`config.mk`:
```
export PLATFORM = sky130hd
export DESIGN_NAME = scfg_i2c_slave
export DESIGN_NICKNAME = d
export VERILOG_FILES = /design/src/design/scfg_pkg.sv /design/src/design/scfg_sync.sv /design/src/design/scfg_i2c_slave.sv
export SDC_FILE = /design/constraint.sdc
export NUM_CORES = 1
export LEC_CHECK = 0
export ABC_AREA = 1
export ABC_CLOCK_PERIOD_IN_PS = 3900
export BUFFER_PORTS_ARGS = -buffer_cell sky130_fd_sc_hd__buf_4
export CAP_MARGIN = 20
export CORE_AREA = 2 2 91 93
export CTS_CLUSTER_SIZE = 12
export DETAILED_ROUTE_END_ITERATION = 16
export DIE_AREA = 0 0 93 95
export GPL_ROUTABILITY_DRIVEN = 0
export PLACE_DENSITY = 0.74
export SLEW_MARGIN = 20
export SYNTH_ARGS = -nofsm -noshare
export SYNTH_HDL_FRONTEND = slang
export SYNTH_SLANG_ARGS = --single-unit
```
`constraint.sdc`:
```
create_clock -name I_CORE_CLK -period 3.9 [get_ports I_CORE_CLK]
set_clock_uncertainty 0.05 [all_clocks]
set_input_delay 0.78 -clock I_CORE_CLK [delete_from_list [all_inputs] [get_ports I_CORE_CLK]]
set_output_delay 0.78 -clock I_CORE_CLK [all_outputs]
set_load 0.005 [all_outputs]
```
`src/design/scfg_pkg.sv`:
```
// Package of constants and carrier types for the sensor configuration slave.
package scfg_pkg;

    // ****************************************
    // Register indices
    // ****************************************
    localparam logic [7:0] IDX_PART_MIRROR = 8'h01; // Mirror of identifier.
    localparam logic [7:0] IDX_STATUS = 8'h02; // Fault code and ready.
    localparam logic [7:0] IDX_PART_IDENTIFIER_FUSE = 8'hA4; // Part identifier fuse.
    localparam logic [7:0] IDX_SYS_CFG = 8'hA5; // System configuration.
    localparam logic [7:0] IDX_P_CFG = 8'hA6; // Pressure oversampling.
    localparam logic [7:0] IDX_T_CFG = 8'hA7; // Temperature oversampling.

    // ****************************************
    // Fields and address
    // ****************************************
    localparam int DIAG_BIT = 0; // Diagnosis enable position.
    localparam int OSR_W = 3; // Width of a ratio field.
    localparam int FAULT_LSB = 4; // Fault code sits in bits 7..4.
    localparam logic [5:0] ADDR_HIGH = 6'h36; // Upper six bits 110110.
    localparam logic [3:0] BIT_COUNT_LAST = 4'h7; // Last bit index.

    // ****************************************
    // Carrier types
    // ****************************************
    // Fuse image presented at power-up.
    typedef struct packed {
        logic [7:0] part_identifier;
        logic [7:0] sys_cfg;
        logic [7:0] p_cfg;
        logic [7:0] t_cfg;
    } scfg_regs_s;

    // Byte engine states, Gray coded along the usual path.
    typedef enum logic [2:0] {
        ST_IDLE = 3'h0,
        ST_ADDR = 3'h1,
        ST_AACK = 3'h3,
        ST_WBYTE = 3'h2,
        ST_WACK = 3'h6,
        ST_RBYTE = 3'h7,
        ST_RACK = 3'h5
    } scfg_state_e;

endpackage : scfg_pkg

```
`src/design/scfg_sync.sv`:
```
// Two-flop synchroniser with edge detection for the bus pins.
`timescale 1ns/1ns
module scfg_sync #(
    parameter int W = 2
) (
    input wire logic i_clk,
    input wire logic i_rst,
    input wire logic [W-1:0] i_async,
    output logic [W-1:0] o_level,
    output logic [W-1:0] o_rise,
    output logic [W-1:0] o_fall
);
    // All state of the synchroniser: two capture stages and a history.
    typedef struct packed {
        logic [W-1:0] s1;
        logic [W-1:0] s2;
        logic [W-1:0] s3;
    } scfg_sync_s;

    scfg_sync_s st_q; // Registered state.
    scfg_sync_s st_d; // Next state.

    // Shift the pins along; the bus idles high, so reset to ones.
    always_comb begin
        st_d = st_q;
        st_d.s1 = i_async;
        st_d.s2 = st_q.s1;
        st_d.s3 = st_q.s2;
    end

    // Register the stages; only the second and third stages feed logic.
    always_ff @(posedge i_clk) begin
        if (i_rst) begin
            st_q <= '1;
        end else begin
            st_q <= st_d;
        end
    end

    // Edges compare the second and third stages only.
    assign o_level = st_q.s2;
    assign o_rise = st_q.s2 & ~st_q.s3;
    assign o_fall = ~st_q.s2 & st_q.s3;
endmodule : scfg_sync

```
`src/design/scfg_i2c_slave.sv`:
```
// I2C slave that holds the sensor's fuse-backed configuration registers.
`timescale 1ns/1ns
module scfg_i2c_slave (
    input wire logic I_CORE_CLK,
    input wire logic I_RST,
    input wire logic i_scl,
    input wire logic i_sda,
    output logic o_sda,
    output logic o_sda_oe,
    input wire logic i_address_select_pin,
    input wire scfg_pkg::scfg_regs_s i_fuse,
    input wire logic [3:0] i_fault_detect,
    input wire logic i_data_ready,
    output logic o_diag_enable,
    output logic [2:0] o_pressure_oversampling,
    output logic [2:0] o_temperature_oversampling,
    output logic o_busy
);

    // ****************************************
    // State
    // ****************************************
    // All module state in one record.
    typedef struct packed {
        scfg_pkg::scfg_state_e state;
        logic [7:0] shift;
        logic [3:0] bitcnt;
        logic is_read;
        logic have_index;
        logic [7:0] index;
        logic drive_low;
        logic loaded;
        scfg_pkg::scfg_regs_s regs;
        logic [3:0] fault;
    } scfg_top_s;

    scfg_top_s st_q; // Registered state.
    scfg_top_s st_d; // Next state.

    logic scl_lvl; // Synchronised clock level.
    logic sda_lvl; // Synchronised data level.
    logic pin_lvl; // Synchronised address strap level.
    logic [2:0] rise; // Rising edges, bit 2 strap, bit 1 clock, bit 0 data.
    logic [2:0] fall; // Falling edges, bit 2 strap, bit 1 clock, bit 0 data.
    logic [7:0] rd_val; // Byte that a read of the current index returns.
    logic start_det; // Start or repeated start seen.
    logic stop_det; // Stop seen.
    logic [6:0] my_addr; // Address this device answers.

    // ****************************************
    // Pin synchroniser
    // ****************************************
    // Pins cross from the bus domain through two flops.
    scfg_sync #(
        .W(3)
    ) u_sync (
        .i_clk(I_CORE_CLK),
        .i_rst(I_RST),
        .i_async({i_address_select_pin, i_scl, i_sda}),
        .o_level({pin_lvl, scl_lvl, sda_lvl}),
        .o_rise(rise),
        .o_fall(fall)
    );

    // Data changing while the clock is high frames a transfer.
    assign start_det = scl_lvl & fall[0];
    assign stop_det = scl_lvl & rise[0];
    // The strap is read through the synchroniser; it shows one for two
    // cycles after reset, which is harmless as no transfer starts so soon.
    assign my_addr = {scfg_pkg::ADDR_HIGH, pin_lvl};

    // Read decode, used for the first byte and every following byte.
    function automatic logic [7:0] read_reg(input scfg_top_s s);
        logic [7:0] v;
        v = 8'h00;
        unique case (s.index)
            scfg_pkg::IDX_PART_MIRROR: v = s.regs.part_identifier;
            scfg_pkg::IDX_STATUS: v = {s.fault, 2'h0, 1'b0,
                                       i_data_ready};
            scfg_pkg::IDX_PART_IDENTIFIER_FUSE: v = s.regs.part_identifier;
            scfg_pkg::IDX_SYS_CFG: v = s.regs.sys_cfg;
            scfg_pkg::IDX_P_CFG: v = s.regs.p_cfg;
            scfg_pkg::IDX_T_CFG: v = s.regs.t_cfg;
            default: v = 8'h00;
        endcase
        return v;
    endfunction : read_reg

    // One decode serves every place that loads a read byte.
    assign rd_val = read_reg(st_q);

    // ****************************************
    // Next state
    // ****************************************
    // The engine samples data on clock rise and changes it on clock fall,
    // so the slave never moves data while the master's clock is high.
    always_comb begin
        st_d = st_q;
        // Fuse image copied in once, in the first cycle after reset.
        if (!st_q.loaded) begin
            st_d.regs = i_fuse;
            st_d.loaded = 1'b1;
        end
        // Faults collect only while diagnosis is on; new faults are ORed into the held code.
        if (st_q.regs.sys_cfg[scfg_pkg::DIAG_BIT]) begin
            st_d.fault = st_q.fault | i_fault_detect;
        end else begin
            st_d.fault = 4'h0;
        end
        if (stop_det) begin
            // Stop ends any transfer and frees the data line.
            st_d.state = scfg_pkg::ST_IDLE;
            st_d.drive_low = 1'b0;
        end else if (start_det) begin
            st_d.state = scfg_pkg::ST_ADDR;
            st_d.bitcnt = 4'h0;
            st_d.drive_low = 1'b0;
            st_d.have_index = 1'b0;
        end else begin
            unique case (st_q.state)
                scfg_pkg::ST_IDLE: begin
                    st_d.drive_low = 1'b0;
                end
                scfg_pkg::ST_ADDR, scfg_pkg::ST_WBYTE: begin
                    // Shift in most significant bit first.
                    if (rise[1]) begin
                        st_d.shift = {st_q.shift[6:0], sda_lvl};
                        st_d.bitcnt = st_q.bitcnt + 4'h1;
                    end
                    if (fall[1] &&
                        st_q.bitcnt == scfg_pkg::BIT_COUNT_LAST + 4'h1) begin
                        st_d.bitcnt = 4'h0;
                        if (st_q.state == scfg_pkg::ST_ADDR) begin
                            if (st_q.shift[7:1] == my_addr) begin
                                st_d.is_read = st_q.shift[0];
                                st_d.drive_low = 1'b1;
                                st_d.state = scfg_pkg::ST_AACK;
                            end else begin
                                // Other address: stay silent until the next start or repeated start.
                                st_d.state = scfg_pkg::ST_IDLE;
                            end
                        end else begin
                            // First byte is the index, later bytes data.
                            if (!st_q.have_index) begin
                                st_d.index = st_q.shift;
                                st_d.have_index = 1'b1;
                            end else begin
                                unique case (st_q.index)
                                    scfg_pkg::IDX_PART_IDENTIFIER_FUSE:
                                        st_d.regs.part_identifier =
                                            st_q.shift;
                                    scfg_pkg::IDX_SYS_CFG:
                                        st_d.regs.sys_cfg = st_q.shift;
                                    scfg_pkg::IDX_P_CFG:
                                        st_d.regs.p_cfg[2:0] =
                                            st_q.shift[2:0];
                                    scfg_pkg::IDX_T_CFG:
                                        st_d.regs.t_cfg[2:0] =
                                            st_q.shift[2:0];
                                    default: ;
                                endcase
                                st_d.index = st_q.index + 8'h01;
                            end
                            st_d.drive_low = 1'b1;
                            st_d.state = scfg_pkg::ST_WACK;
                        end
                    end
                end
                scfg_pkg::ST_AACK, scfg_pkg::ST_WACK: begin
                    // Acknowledge bit ends on the next clock fall.
                    if (fall[1] && st_q.bitcnt == 4'h1) begin
                        st_d.bitcnt = 4'h0;
                        if (st_q.state == scfg_pkg::ST_AACK &&
                            st_q.is_read) begin
                            st_d.shift = rd_val;
                            st_d.drive_low = ~rd_val[7];
                            st_d.state = scfg_pkg::ST_RBYTE;
                        end else begin
                            st_d.drive_low = 1'b0;
                            st_d.state = scfg_pkg::ST_WBYTE;
                        end
                    end else if (rise[1]) begin
                        st_d.bitcnt = 4'h1;
                    end
                end
                scfg_pkg::ST_RBYTE: begin
                    if (rise[1]) begin
                        st_d.bitcnt = st_q.bitcnt + 4'h1;
                    end
                    if (fall[1]) begin
                        if (st_q.bitcnt ==
                            scfg_pkg::BIT_COUNT_LAST + 4'h1) begin
                            st_d.drive_low = 1'b0;
                            st_d.bitcnt = 4'h0;
                            st_d.index = st_q.index + 8'h01;
                            st_d.state = scfg_pkg::ST_RACK;
                        end else begin
                            st_d.shift = {st_q.shift[6:0], 1'b0};
                            st_d.drive_low = ~st_q.shift[6];
                        end
                    end
                end
                scfg_pkg::ST_RACK: begin
                    // Master acknowledge continues; no acknowledge ends.
                    if (rise[1]) begin
                        st_d.is_read = ~sda_lvl;
                        st_d.bitcnt = 4'h1;
                    end
                    if (fall[1] && st_q.bitcnt == 4'h1) begin
                        st_d.bitcnt = 4'h0;
                        if (st_q.is_read) begin
                            st_d.shift = rd_val;
                            st_d.drive_low = ~rd_val[7];
                            st_d.state = scfg_pkg::ST_RBYTE;
                        end else begin
                            st_d.state = scfg_pkg::ST_IDLE;
                        end
                    end
                end
                default: begin
                    st_d.state = scfg_pkg::ST_IDLE;
                    st_d.drive_low = 1'b0;
                end
            endcase
        end
    end

    // ****************************************
    // State register
    // ****************************************
    // Synchronous reset; the fuse image loads in the first cycle after.
    always_ff @(posedge I_CORE_CLK) begin
        if (I_RST) begin
            st_q <= '0;
        end else begin
            st_q <= st_d;
        end
    end

    // Open-drain data: only ever pull low.
    assign o_sda = 1'b0;
    assign o_sda_oe = st_q.drive_low;
    assign o_diag_enable = st_q.regs.sys_cfg[scfg_pkg::DIAG_BIT];
    assign o_pressure_oversampling =
        st_q.regs.p_cfg[scfg_pkg::OSR_W-1:0];
    assign o_temperature_oversampling =
        st_q.regs.t_cfg[scfg_pkg::OSR_W-1:0];
    assign o_busy = (st_q.state != scfg_pkg::ST_IDLE);
endmodule : scfg_i2c_slave

```
# ---- Yosys cells after proc, flatten, opt, wreduce, memory -nomap -nowiden
# Cells that the tools add are included.
dict set report word_totals {
  regBits 71
  output_inout_bits 10
  word_cells 164
}
dict set report classes {
  n_addsub 2
  n_eq_ne 39
  muxes 65
  bitwise 14
  n_reduce_logical 25
}
# operator count
set op_table {}
lappend op_table {{$mux 16} 6}
lappend op_table {{$mux 3} 19}
lappend op_table {{$mux 8} 7}
lappend op_table {{$pmux 12 s4} 1}
lappend op_table {{$mux 15} 3}
lappend op_table {{$pmux 8 s5} 1}
lappend op_table {{$eq 8x8->1 const B} 4}
lappend op_table {{$mux 32} 1}
lappend op_table {{$ne 2x2->1 const B} 15}
lappend op_table {{$mux 4} 5}
lappend op_table {{$mux 9} 2}
lappend op_table {{$ne 3x3->1 const B} 6}
lappend op_table {{$reduce_and 6->1} 3}
lappend op_table {{$pmux 8 s2} 1}
lappend op_table {{$pmux 3 s5} 1}
lappend op_table {{$reduce_and 7->1} 2}
lappend op_table {{$mux 1} 12}
lappend op_table {{$mux 12} 1}
lappend op_table {{$ne 4x4->1 const B} 3}
lappend op_table {{$mux 11} 1}
lappend op_table {{$reduce_and 10->1} 1}
lappend op_table {{$reduce_or 2->1} 5}
lappend op_table {{$eq 3x3->1 const B} 3}
lappend op_table {{$add 8x1->8 const B} 1}
lappend op_table {{other kinds (26)} 41}

# ---- Longest topological paths before layout
# Gate-level depths: netlist (run 1).
dict set report depth {
  word_depth 8
  mapped_depth 13
  mapped_depth_nobuf 12
}

# ---- Hierarchy
# Synthesis (run 1) repeated with hierarchy kept, for this count alone.
dict set report unflattened {
  cells_unflattened 630
  hier_area_um2 4211.5
}
# module n_inst cells_each area_per_inst_um2 seq_area_each_um2
set by_module_without_submodules {}
lappend by_module_without_submodules {scfg_i2c_slave 1 590 3903.7 1261.2}
lappend by_module_without_submodules {scfg_sync 1 40 307.8 180.2}

# ---- Worst setup path after synthesis (run 1)
# No wires, ideal clock.
dict set report synth_path {
  path_type {register -> register}
  from {register st_q[48] (netlist name)}
  to {register st_q[25] (netlist name)}
  arrival_time_ns 1.593
  setup_slack_ns 2.191
  path_stages_with_launch 12
  n_path_buf 1
  cell_sequence {dfxtp_1 > inv_1 > ha_1 > nand3_4 > nor2_8 > nand2_4 > nor2_4 > nand3_4 > nor2_8 > buf_12 > o21ai_2 > a21oi_2}
}
dict set report synth_via {
  elab_chain_len 6
}
# element line_no
set synth_lines {}
lappend synth_lines {{from (decl)} scfg_i2c_slave.sv:37} ;# scfg_top_s st_q;
lappend synth_lines {{from (signal assigned)} scfg_i2c_slave.sv:236} ;# st_q <= st_d;
lappend synth_lines {{$eq 4x4->1} scfg_i2c_slave.sv:131} ;# st_q.bitcnt == scfg_pkg::BIT_COUNT_LAST + 4'h1) begin
lappend synth_lines {{$logic_and 1x1->1} scfg_i2c_slave.sv:130} ;# if (fall[1] &&
lappend synth_lines {{$mux 16} scfg_i2c_slave.sv:130}
lappend synth_lines {{$mux 16} scfg_i2c_slave.sv:120} ;# unique case (st_q.state)
lappend synth_lines {{$mux 16} scfg_i2c_slave.sv:114} ;# end else if (start_det) begin
lappend synth_lines {{$mux 16} scfg_i2c_slave.sv:110} ;# if (stop_det) begin
# No other way between the ends.
# A chain may end at the register's enable or synchronous reset.

# ---- Worst setup path after layout (run 1)
dict set report layout_path {
  from {register st_q[61] (netlist name)}
  to {output o_busy}
}
dict set report layout_via {
  elab_chain_len 1
}
# element line_no
set layout_lines {}
lappend layout_lines {{$reduce_bool 3->1} scfg_i2c_slave.sv:248} ;# assign o_busy = (st_q.state != scfg_pkg::ST_IDLE);
lappend layout_lines {{to (decl)} scfg_i2c_slave.sv:17} ;# output logic o_busy
# No other way between the ends.

==> impl_results.md, run 1 <==
- Worst endpoint data arrival time: 1310 ps
- Core box area: 0.00793 mm2
- Number of fill cells: 781
- # Max-Cap Violations: 0
- Avg Inst Size Synth: 6.67 um2
- Overflow left after global routing: 0
- Die Span Y: 95 um
- Pwr per Cell Area: roughly 320 mW/mm2
- Reg clk slew, reported paths: 80 ps
- Final TNS setup: 0 ps
- Count of different cell masters after synthesis: 43
- Status: finished, final reports clean
- Number of setup violations in the final report: 0
- VDD IR-drop max: 0.164 mV
- Worst Path Required: 3070 ps
- Final hold vios: 0
- Synthesized Nets: 675
- Final instance count without filler cells: about 770
- Largest fanout of any net on the critical path: 9
- Transition time at the pin with the least slew margin: 1020 ps
- Post-place setup slack: around 1500 ps
- Synth-to-layout area growth: 13.2%
- Count of warnings emitted by yosys: 0
- Min Tclk post-route: 2140 ps
- Capturing element type of the critical path: output port
- Worst Setup Start Kind: flip-flop
- Post-layout nets: approximately 710
- Detailed-route wire length per cell: 13.8 um
- Reported leakage power: approximately 2.2 nW
- Highest Clock Rate: roughly 0.47 GHz
- Total via count after detailed routing: between 4,000 and 5,000
- Total clock sinks: 71
- Wire length of the first global-routing pass: 18,000 um
- IO buf count: 50
- H-Tree Level Count: 3
- Hold Buf Count CTS: 0
- Antenna violations before repair: 0
- Detail Route Antenna Nets: 0
- Resized Gates After CTS: 0
- Post-synthesis cell count: around 630
- Effective utilization at floorplan: 52.7%
- Final design utilization: between 50% and 60%
- Synthesized flop and latch total: 71
- Multi-input gate area in the final layout: 0.00234 mm2
- Number of clock buffers inserted by TritonCTS: 9
- Clock latency on the worst-skew pair: 360 ps
- Cell row count: 33
- Maximum number of pins on one net before global-route repair: 35
- Ratio of final minimum period to clock period: 54.8%
- Class of the tightest hold or removal check: reg2reg
- Post-Synthesis Cell Area: around 0.0042 mm2
- Io pins: 52
- Seq/Total Area, Yosys: 34.0%
- RSZ-0062 raised after global routing: false
- Post-detailed-route DRC marker count: 0
- Top FF cell, synth: sky130_fd_sc_hd__dfxtp_1
- Number of synthesized flops with an enable pin: 0
- Worst setup path class: reg2out
- Register area: 0.00142 mm2
- TritonCTS clock tree: yes
- Ys async rst share: 0%
- Initial DRT Pass Iterations: 5
- Max-slew headroom at the worst pin: a little under a third
- Die Area: 0.00884 mm2
- N_diodes: 0
- Tot GR Track Use: 25.7%
- Vias per inst: 5.35
- Number of global-route vias before repair: around 3,800
- Longest Clk Path Bufs: 2
- Horizontal die dimension: 93 um
- Placed wire-length estimate after detailed placement: 7870 um
- Max Slew Vio Count: 0
- Crit path setup slack, layout: 1760 ps
- Total power consumption of the routed design: 1.52 mW
- Number of DRC markers after the initial detailed-route iteration: around 370
- Root buffer cell: sky130_fd_sc_hd__clkbuf_8
- Fraction of layout cells with a size suffix above 1: approximately 18%
- Placed cell count: 758
- Detailed Route WL: 10,700 um
- Setup fix buffers added after clock tree synthesis: 0
metrics by stage:
stage                     hold WS [ps]  instance area, um2
final                              361                4730
after global routing               371                4730
after CTS                          365                4730
after detailed placement           346                4530
after global placement             343                4530
after floorplan                    339                4180
synth_stat cells, types with 4 or more instances:
master	n	area [um2]
sky130_fd_sc_hd__or2_2	6	37.5
sky130_fd_sc_hd__inv_1	56	210
sky130_fd_sc_hd__dfxtp_1	71	1420
sky130_fd_sc_hd__clkbuf_1	11	41.3
sky130_fd_sc_hd__o21ai_2	5	43.8
sky130_fd_sc_hd__nor2_4	7	78.8
sky130_fd_sc_hd__a21oi_1	55	275
sky130_fd_sc_hd__ha_1	7	87.6
sky130_fd_sc_hd__o21ai_0	55	275
sky130_fd_sc_hd__nand4_1	8	50.1
sky130_fd_sc_hd__a21oi_2	4	35.0
sky130_fd_sc_hd__inv_2	6	22.5
sky130_fd_sc_hd__nand2_1	183	687
sky130_fd_sc_hd__nand2_2	6	37.5
sky130_fd_sc_hd__nor3_1	6	30.0
sky130_fd_sc_hd__nand3_1	29	145
sky130_fd_sc_hd__buf_4	10	75.1
sky130_fd_sc_hd__o2111ai_1	4	35.0
sky130_fd_sc_hd__nor2_1	60	225
routing by layer:
layer | track usage [%] | wire [um]
met5 | 0 | 0
met2 | 40.3 | 4820
met4 | 8.46 | 165
met1 | 36.8 | 5140
met3 | 3.03 | 539
logic make-up after synthesis:
group	share of synthesized area, %
xor gates and xnor gates	0.629
and+or+nand+nor	35.6
DFF	34.0
other	0.0898
AOI/OAI and AO/OA	17.7
adders and majority gates	2.10
buffers and inverters	9.89
final timing paths:
check	start	endpoint	slack [ps]	depth (start not counted)
setup / recovery	st_q[61]$_SDFFE_PP0P_	o_busy	1760	3
hold / removal	u_sync.st_d[5]$_SDFF_PP1_	u_sync.o_level[2]$_SDFF_PP1_	360	1
setup reg to reg	st_q[48]$_SDFFE_PP0P_	st_q[51]$_SDFFE_PP0P_	1840	11
hold reg to reg	u_sync.st_d[5]$_SDFF_PP1_	u_sync.o_level[2]$_SDFF_PP1_	360	1
critical path: stages, from the launching register on:
cell and delay (ps):
sky130_fd_sc_hd__dfxtp_1 560, sky130_fd_sc_hd__nor2_1 150, sky130_fd_sc_hd__nand2_1 120, sky130_fd_sc_hd__buf_4 120
state kept, by name, summed over array words and instances (netlist names):
signal,cells
u_sync.st_q,2
st_q,55
o_sda_oe,1
u_sync.o_level,3
u_sync.st_d,3
o_temperature_oversampling,3
o_diag_enable,1
o_pressure_oversampling,3
cell usage in the layout, fill, tap and decap left out, drive strengths merged:
master    netlist  final
a21boi          1      1
dfxtp          71     71
o21ai          62     62
clkbuf         11      9
xor2            2      2
nor2           72     72
ha              7      7
a31o            1      1
and3            1      1
nand3          35     35
clkinvlp        0      1
xnor2           1      1
a22oi           1      1
o22ai           2      2
o211ai          1      1
nand4           8      8
a21oi          59     59
conb            1      1
a211oi          1      1
bufinv          0      1
a31oi           2      2
buf            14     52
nand2         191    191
clkinv          3      8
or2             6      6
o2111ai         4      4
inv            62     62
nor3            7      7
where the power goes:
part,leakage [nW],switching (mW),internal [mW]
combinational,1.51,0.0801,0.0670
clock,0.0992,0.300,0.296
sequential,0.582,0.0255,0.755
total,2.19,0.406,1.12
final cells by class:
| cell class | count | share of cell area [%] |
|---|---|---|
| clock inverters | 7 | 1.56 |
| repair buffers | 52 | 8.26 |
| flip-flops and latches | 71 | 30.1 |
| multi-input cells | 465 | 49.5 |
| inverters | 65 | 5.19 |
| clock buffers | 9 | 2.62 |
| well taps | 105 | 2.78 |
Power figures use the tool's default switching activity.
==> inputs of run 2 (changes only) <==
- ABC_CLOCK_PERIOD_IN_PS: 3900 -> 1800
- CORE_AREA: 2 2 91 93 -> 2 2 92 94
- DIE_AREA: 0 0 93 95 -> 0 0 94 96
- PLACE_DENSITY: 0.74 -> 0.76
- clock period: 3.9 -> 1.8 ns (I/O delays scaled with it)
==> run 2 against run 1 <==
Compared with the run above: the run now ends with negative setup slack left; worst hold slack worse by 210 ps; setup slack worse by 1800 ps; sequential cell count unchanged; clock power rose to 2.5 times the previous value; combinational power up 140%; die area up 2.1%; sequential power up 120%; critical path depth up 8; critical endpoint is now st_q[33]$_SDFF_PP0_; largest cell class unchanged.
==> impl_results.md, run 2 (synthesis gave the netlist of run 1 again) <==
- VDD IR-drop max: 0.458 mV (+180%)
- Die Span Y: 96 um (+1.1%)
- Fraction of layout cells with a size suffix above 1: 25.9% (+8.2 points)
- Switching power as a share of total power: 24.5% (-2.1 points)
- Hold Buf Count CTS: 0 (unchanged)
- Final hold vios: 0 (unchanged)
- Wire length of the first global-routing pass: 18,400 um (+2.3%)
- Hold_ws: 146 ps (-215 ps)
- Largest fanout of any net on the critical path: 8 (-1)
- Synth-to-layout area growth: 23.7%
- Total clock sinks: 71 (unchanged)
- Vias per inst: 5.54 (+3.6%)
- Final instance count without filler cells: 812 (+4.9%)
- Instance area after placement: 0.00473 mm2 (+4.4%)
- Number of clock buffers inserted by TritonCTS: 9 (unchanged)
- Post-layout nets: 751 (+5.3%)
- Die Area: 0.00902 mm2 (+2.1%)
- Tot GR Track Use: 25.6% (-0.052 points)
- Detailed-route wire length per cell: 14.1 um (+2.6%)
- Maximum number of pins on one net before global-route repair: 55 (+57%)
- Reg clk slew, reported paths: 80 ps (about the same)
- N_diodes: 0 (unchanged)
- Number of global-route vias before repair: 4,021 (+6.3%)
- Worst setup path class: reg2reg
- Most common cell after layout, fill and taps aside: sky130_fd_sc_hd__nand2_1
- Combinational group share of total power: 10.1% (+0.4 points)
- Clock share of power: 42.3% (+3.2 points)
- IO buf count: 50 (unchanged)
- TritonCTS clock tree: yes
- Detailed Route WL: 11,500 um (+7.6%)
- H-Tree Level Count: 3 (unchanged)
- Post-detailed-route DRC marker count: 0 (unchanged)
- Ratio of final minimum period to clock period: 100%
- Initial DRT Pass Iterations: 6 (+1)
- Total via count after detailed routing: 4,502 (+8.7%)
- Overflow left after global routing: 0 (unchanged)
- Final std cell area, no fill: 0.00517 mm2 (+9.3%)
- Psw: 864 uW (+110%)
- Capturing element type of the critical path: flip-flop
- Part of the power in registers: 47.6% (-3.6 points)
- Min Tclk post-route: 1810 ps
- Number of fill cells: 709 (-9.2%)
- Detail Route Antenna Nets: 0 (unchanged)
- Clock latency on the worst-skew pair: 350 ps (about the same)
- Commonest cells after routing, fill and taps aside: sky130_fd_sc_hd__nand2_1 (179), sky130_fd_sc_hd__buf_4 (87), sky130_fd_sc_hd__dfxtp_1 (63)
- Max Slew Vio Count: 0 (unchanged)
- Reported leakage power: 2.41 nW (+10%)
- Longest Clk Path Bufs: 2 (unchanged)
- # Max-Cap Violations: 0 (unchanged)
- Class of the tightest hold or removal check: in2reg
- Placed wire-length estimate after detailed placement: 8100 um (+2.9%)
- Max FFs per register: 55 (unchanged)
- Pwr per Cell Area: 682 mW/mm2 (+110%)
- Antenna violations before repair: 0 (unchanged)
- Number of DRC markers after the initial detailed-route iteration: 416 (+13%)
- Final TNS setup: -5.71 ps (-5.71 ps)
- Core box area: 0.00805 mm2 (+1.6%)
- Cell row count: 33 (unchanged)
- Effective utilization at floorplan: 51.9% (-0.81 points)
- Status: finished, violations left
- RSZ-0062 raised after global routing: true
- P_int: 2.66 mW (+140%)
- Violations in the final reports: negative setup slack
- Io pins: 52 (unchanged)
- Placed cell count: 783 (+3.3%)
- Crit path setup slack, layout: -5.71 ps (-1770 ps)
- Worst Setup Start Kind: flip-flop
- Number of setup violations in the final report: 1 (+1)
- Horizontal die dimension: 94 um (+1.1%)
- Worst endpoint data arrival time: 2050 ps (+740 ps)
- Root buffer cell: sky130_fd_sc_hd__clkbuf_8
- Highest Clock Rate: 0.554 GHz
- Top reg by flops: st_q
- Worst Path Required: 2040 ps (-1030 ps)
==> run 2: what timing repair did <==
item / in CTS / in global routing
gates resized for setup: 2 / 39
pin swaps: 0 / 8
buffers inserted: 2 / 9
endpoints found under the setup margin: 9 / 43
cloned: 0 / 2
endpoints found under the hold margin: 0 / 0
==> run 2: layer usage <==
| layer | global-route usage, % | up-vias | share of wire [%] |
|---|---|---|---|
| met5 | 0 | - | 0 |
| met4 | 10.6 | 0 | 3.1 |
| met3 | 3.45 | 42 | 7.6 |
| met2 | 40.2 | 217 | 47 |
| met1 | 35.7 | 2063 | 43 |
| li1 | - | 2180 | - |
==> run 2: power groups by stage <==
stage               clock network [mW]  logic [mW]  registers, mW
finish                            1.49       0.354           1.68
global route                      1.57       0.397           1.68
CTS                               1.51       0.345           1.68
detailed placement                   0       0.344           1.71
global placement                     0       0.335           1.71
floorplan                            0       0.214           1.70
==> run 2: final timing paths <==
path | from | endpoint | slack (ps) | cells after the start
max | st_q[49]$_SDFFE_PP0P_ | st_q[33]$_SDFF_PP0_ | -6 | 11
min | i_address_select_pin | u_sync.st_d[5]$_SDFF_PP1_ | 150 | 2
max reg2reg | st_q[49]$_SDFFE_PP0P_ | st_q[33]$_SDFF_PP0_ | -6 | 11
min reg2reg | u_sync.st_d[3]$_SDFF_PP1_ | u_sync.o_level[0]$_SDFF_PP1_ | 370 | 1
==> run 2: final cells by class <==
| class | count | area (um2) | share of cell area, % |
|---|---|---|---|
| multi-input cells | 467 | 2450 | 47.4 |
| flip-flops and latches | 71 | 1430 | 27.8 |
| repair buffers | 88 | 673 | 13.0 |
| inverters | 65 | 245 | 4.75 |
| clock buffers | 12 | 155 | 3.00 |
| well taps | 105 | 131 | 2.54 |
| clock inverters | 4 | 76.3 | 1.48 |
==> run 2: through the flow <==
step	total power [mW]	util [%]	worst slack (ps)
finish	3.52	64.2	-5.71
global route	3.65	64.2	-93.1
CTS	3.53	61.8	-14.4
detailed placement	2.06	58.7	1.74
global placement	2.05	58.7	32.7
floorplan	1.91	-	91.3
==> run 2: critical path: stages, from the launching register on <==
cell                      delay, ps
sky130_fd_sc_hd__dfxtp_2        330
sky130_fd_sc_hd__inv_2           80
sky130_fd_sc_hd__ha_4           140
sky130_fd_sc_hd__nand3_4        120
sky130_fd_sc_hd__nor2_8         120
sky130_fd_sc_hd__nand2_4         60
sky130_fd_sc_hd__nor2_4         100
sky130_fd_sc_hd__nand3_4        210
sky130_fd_sc_hd__nor2_8         240
sky130_fd_sc_hd__buf_4          140
sky130_fd_sc_hd__o21ai_2         50
sky130_fd_sc_hd__a21oi_2        100
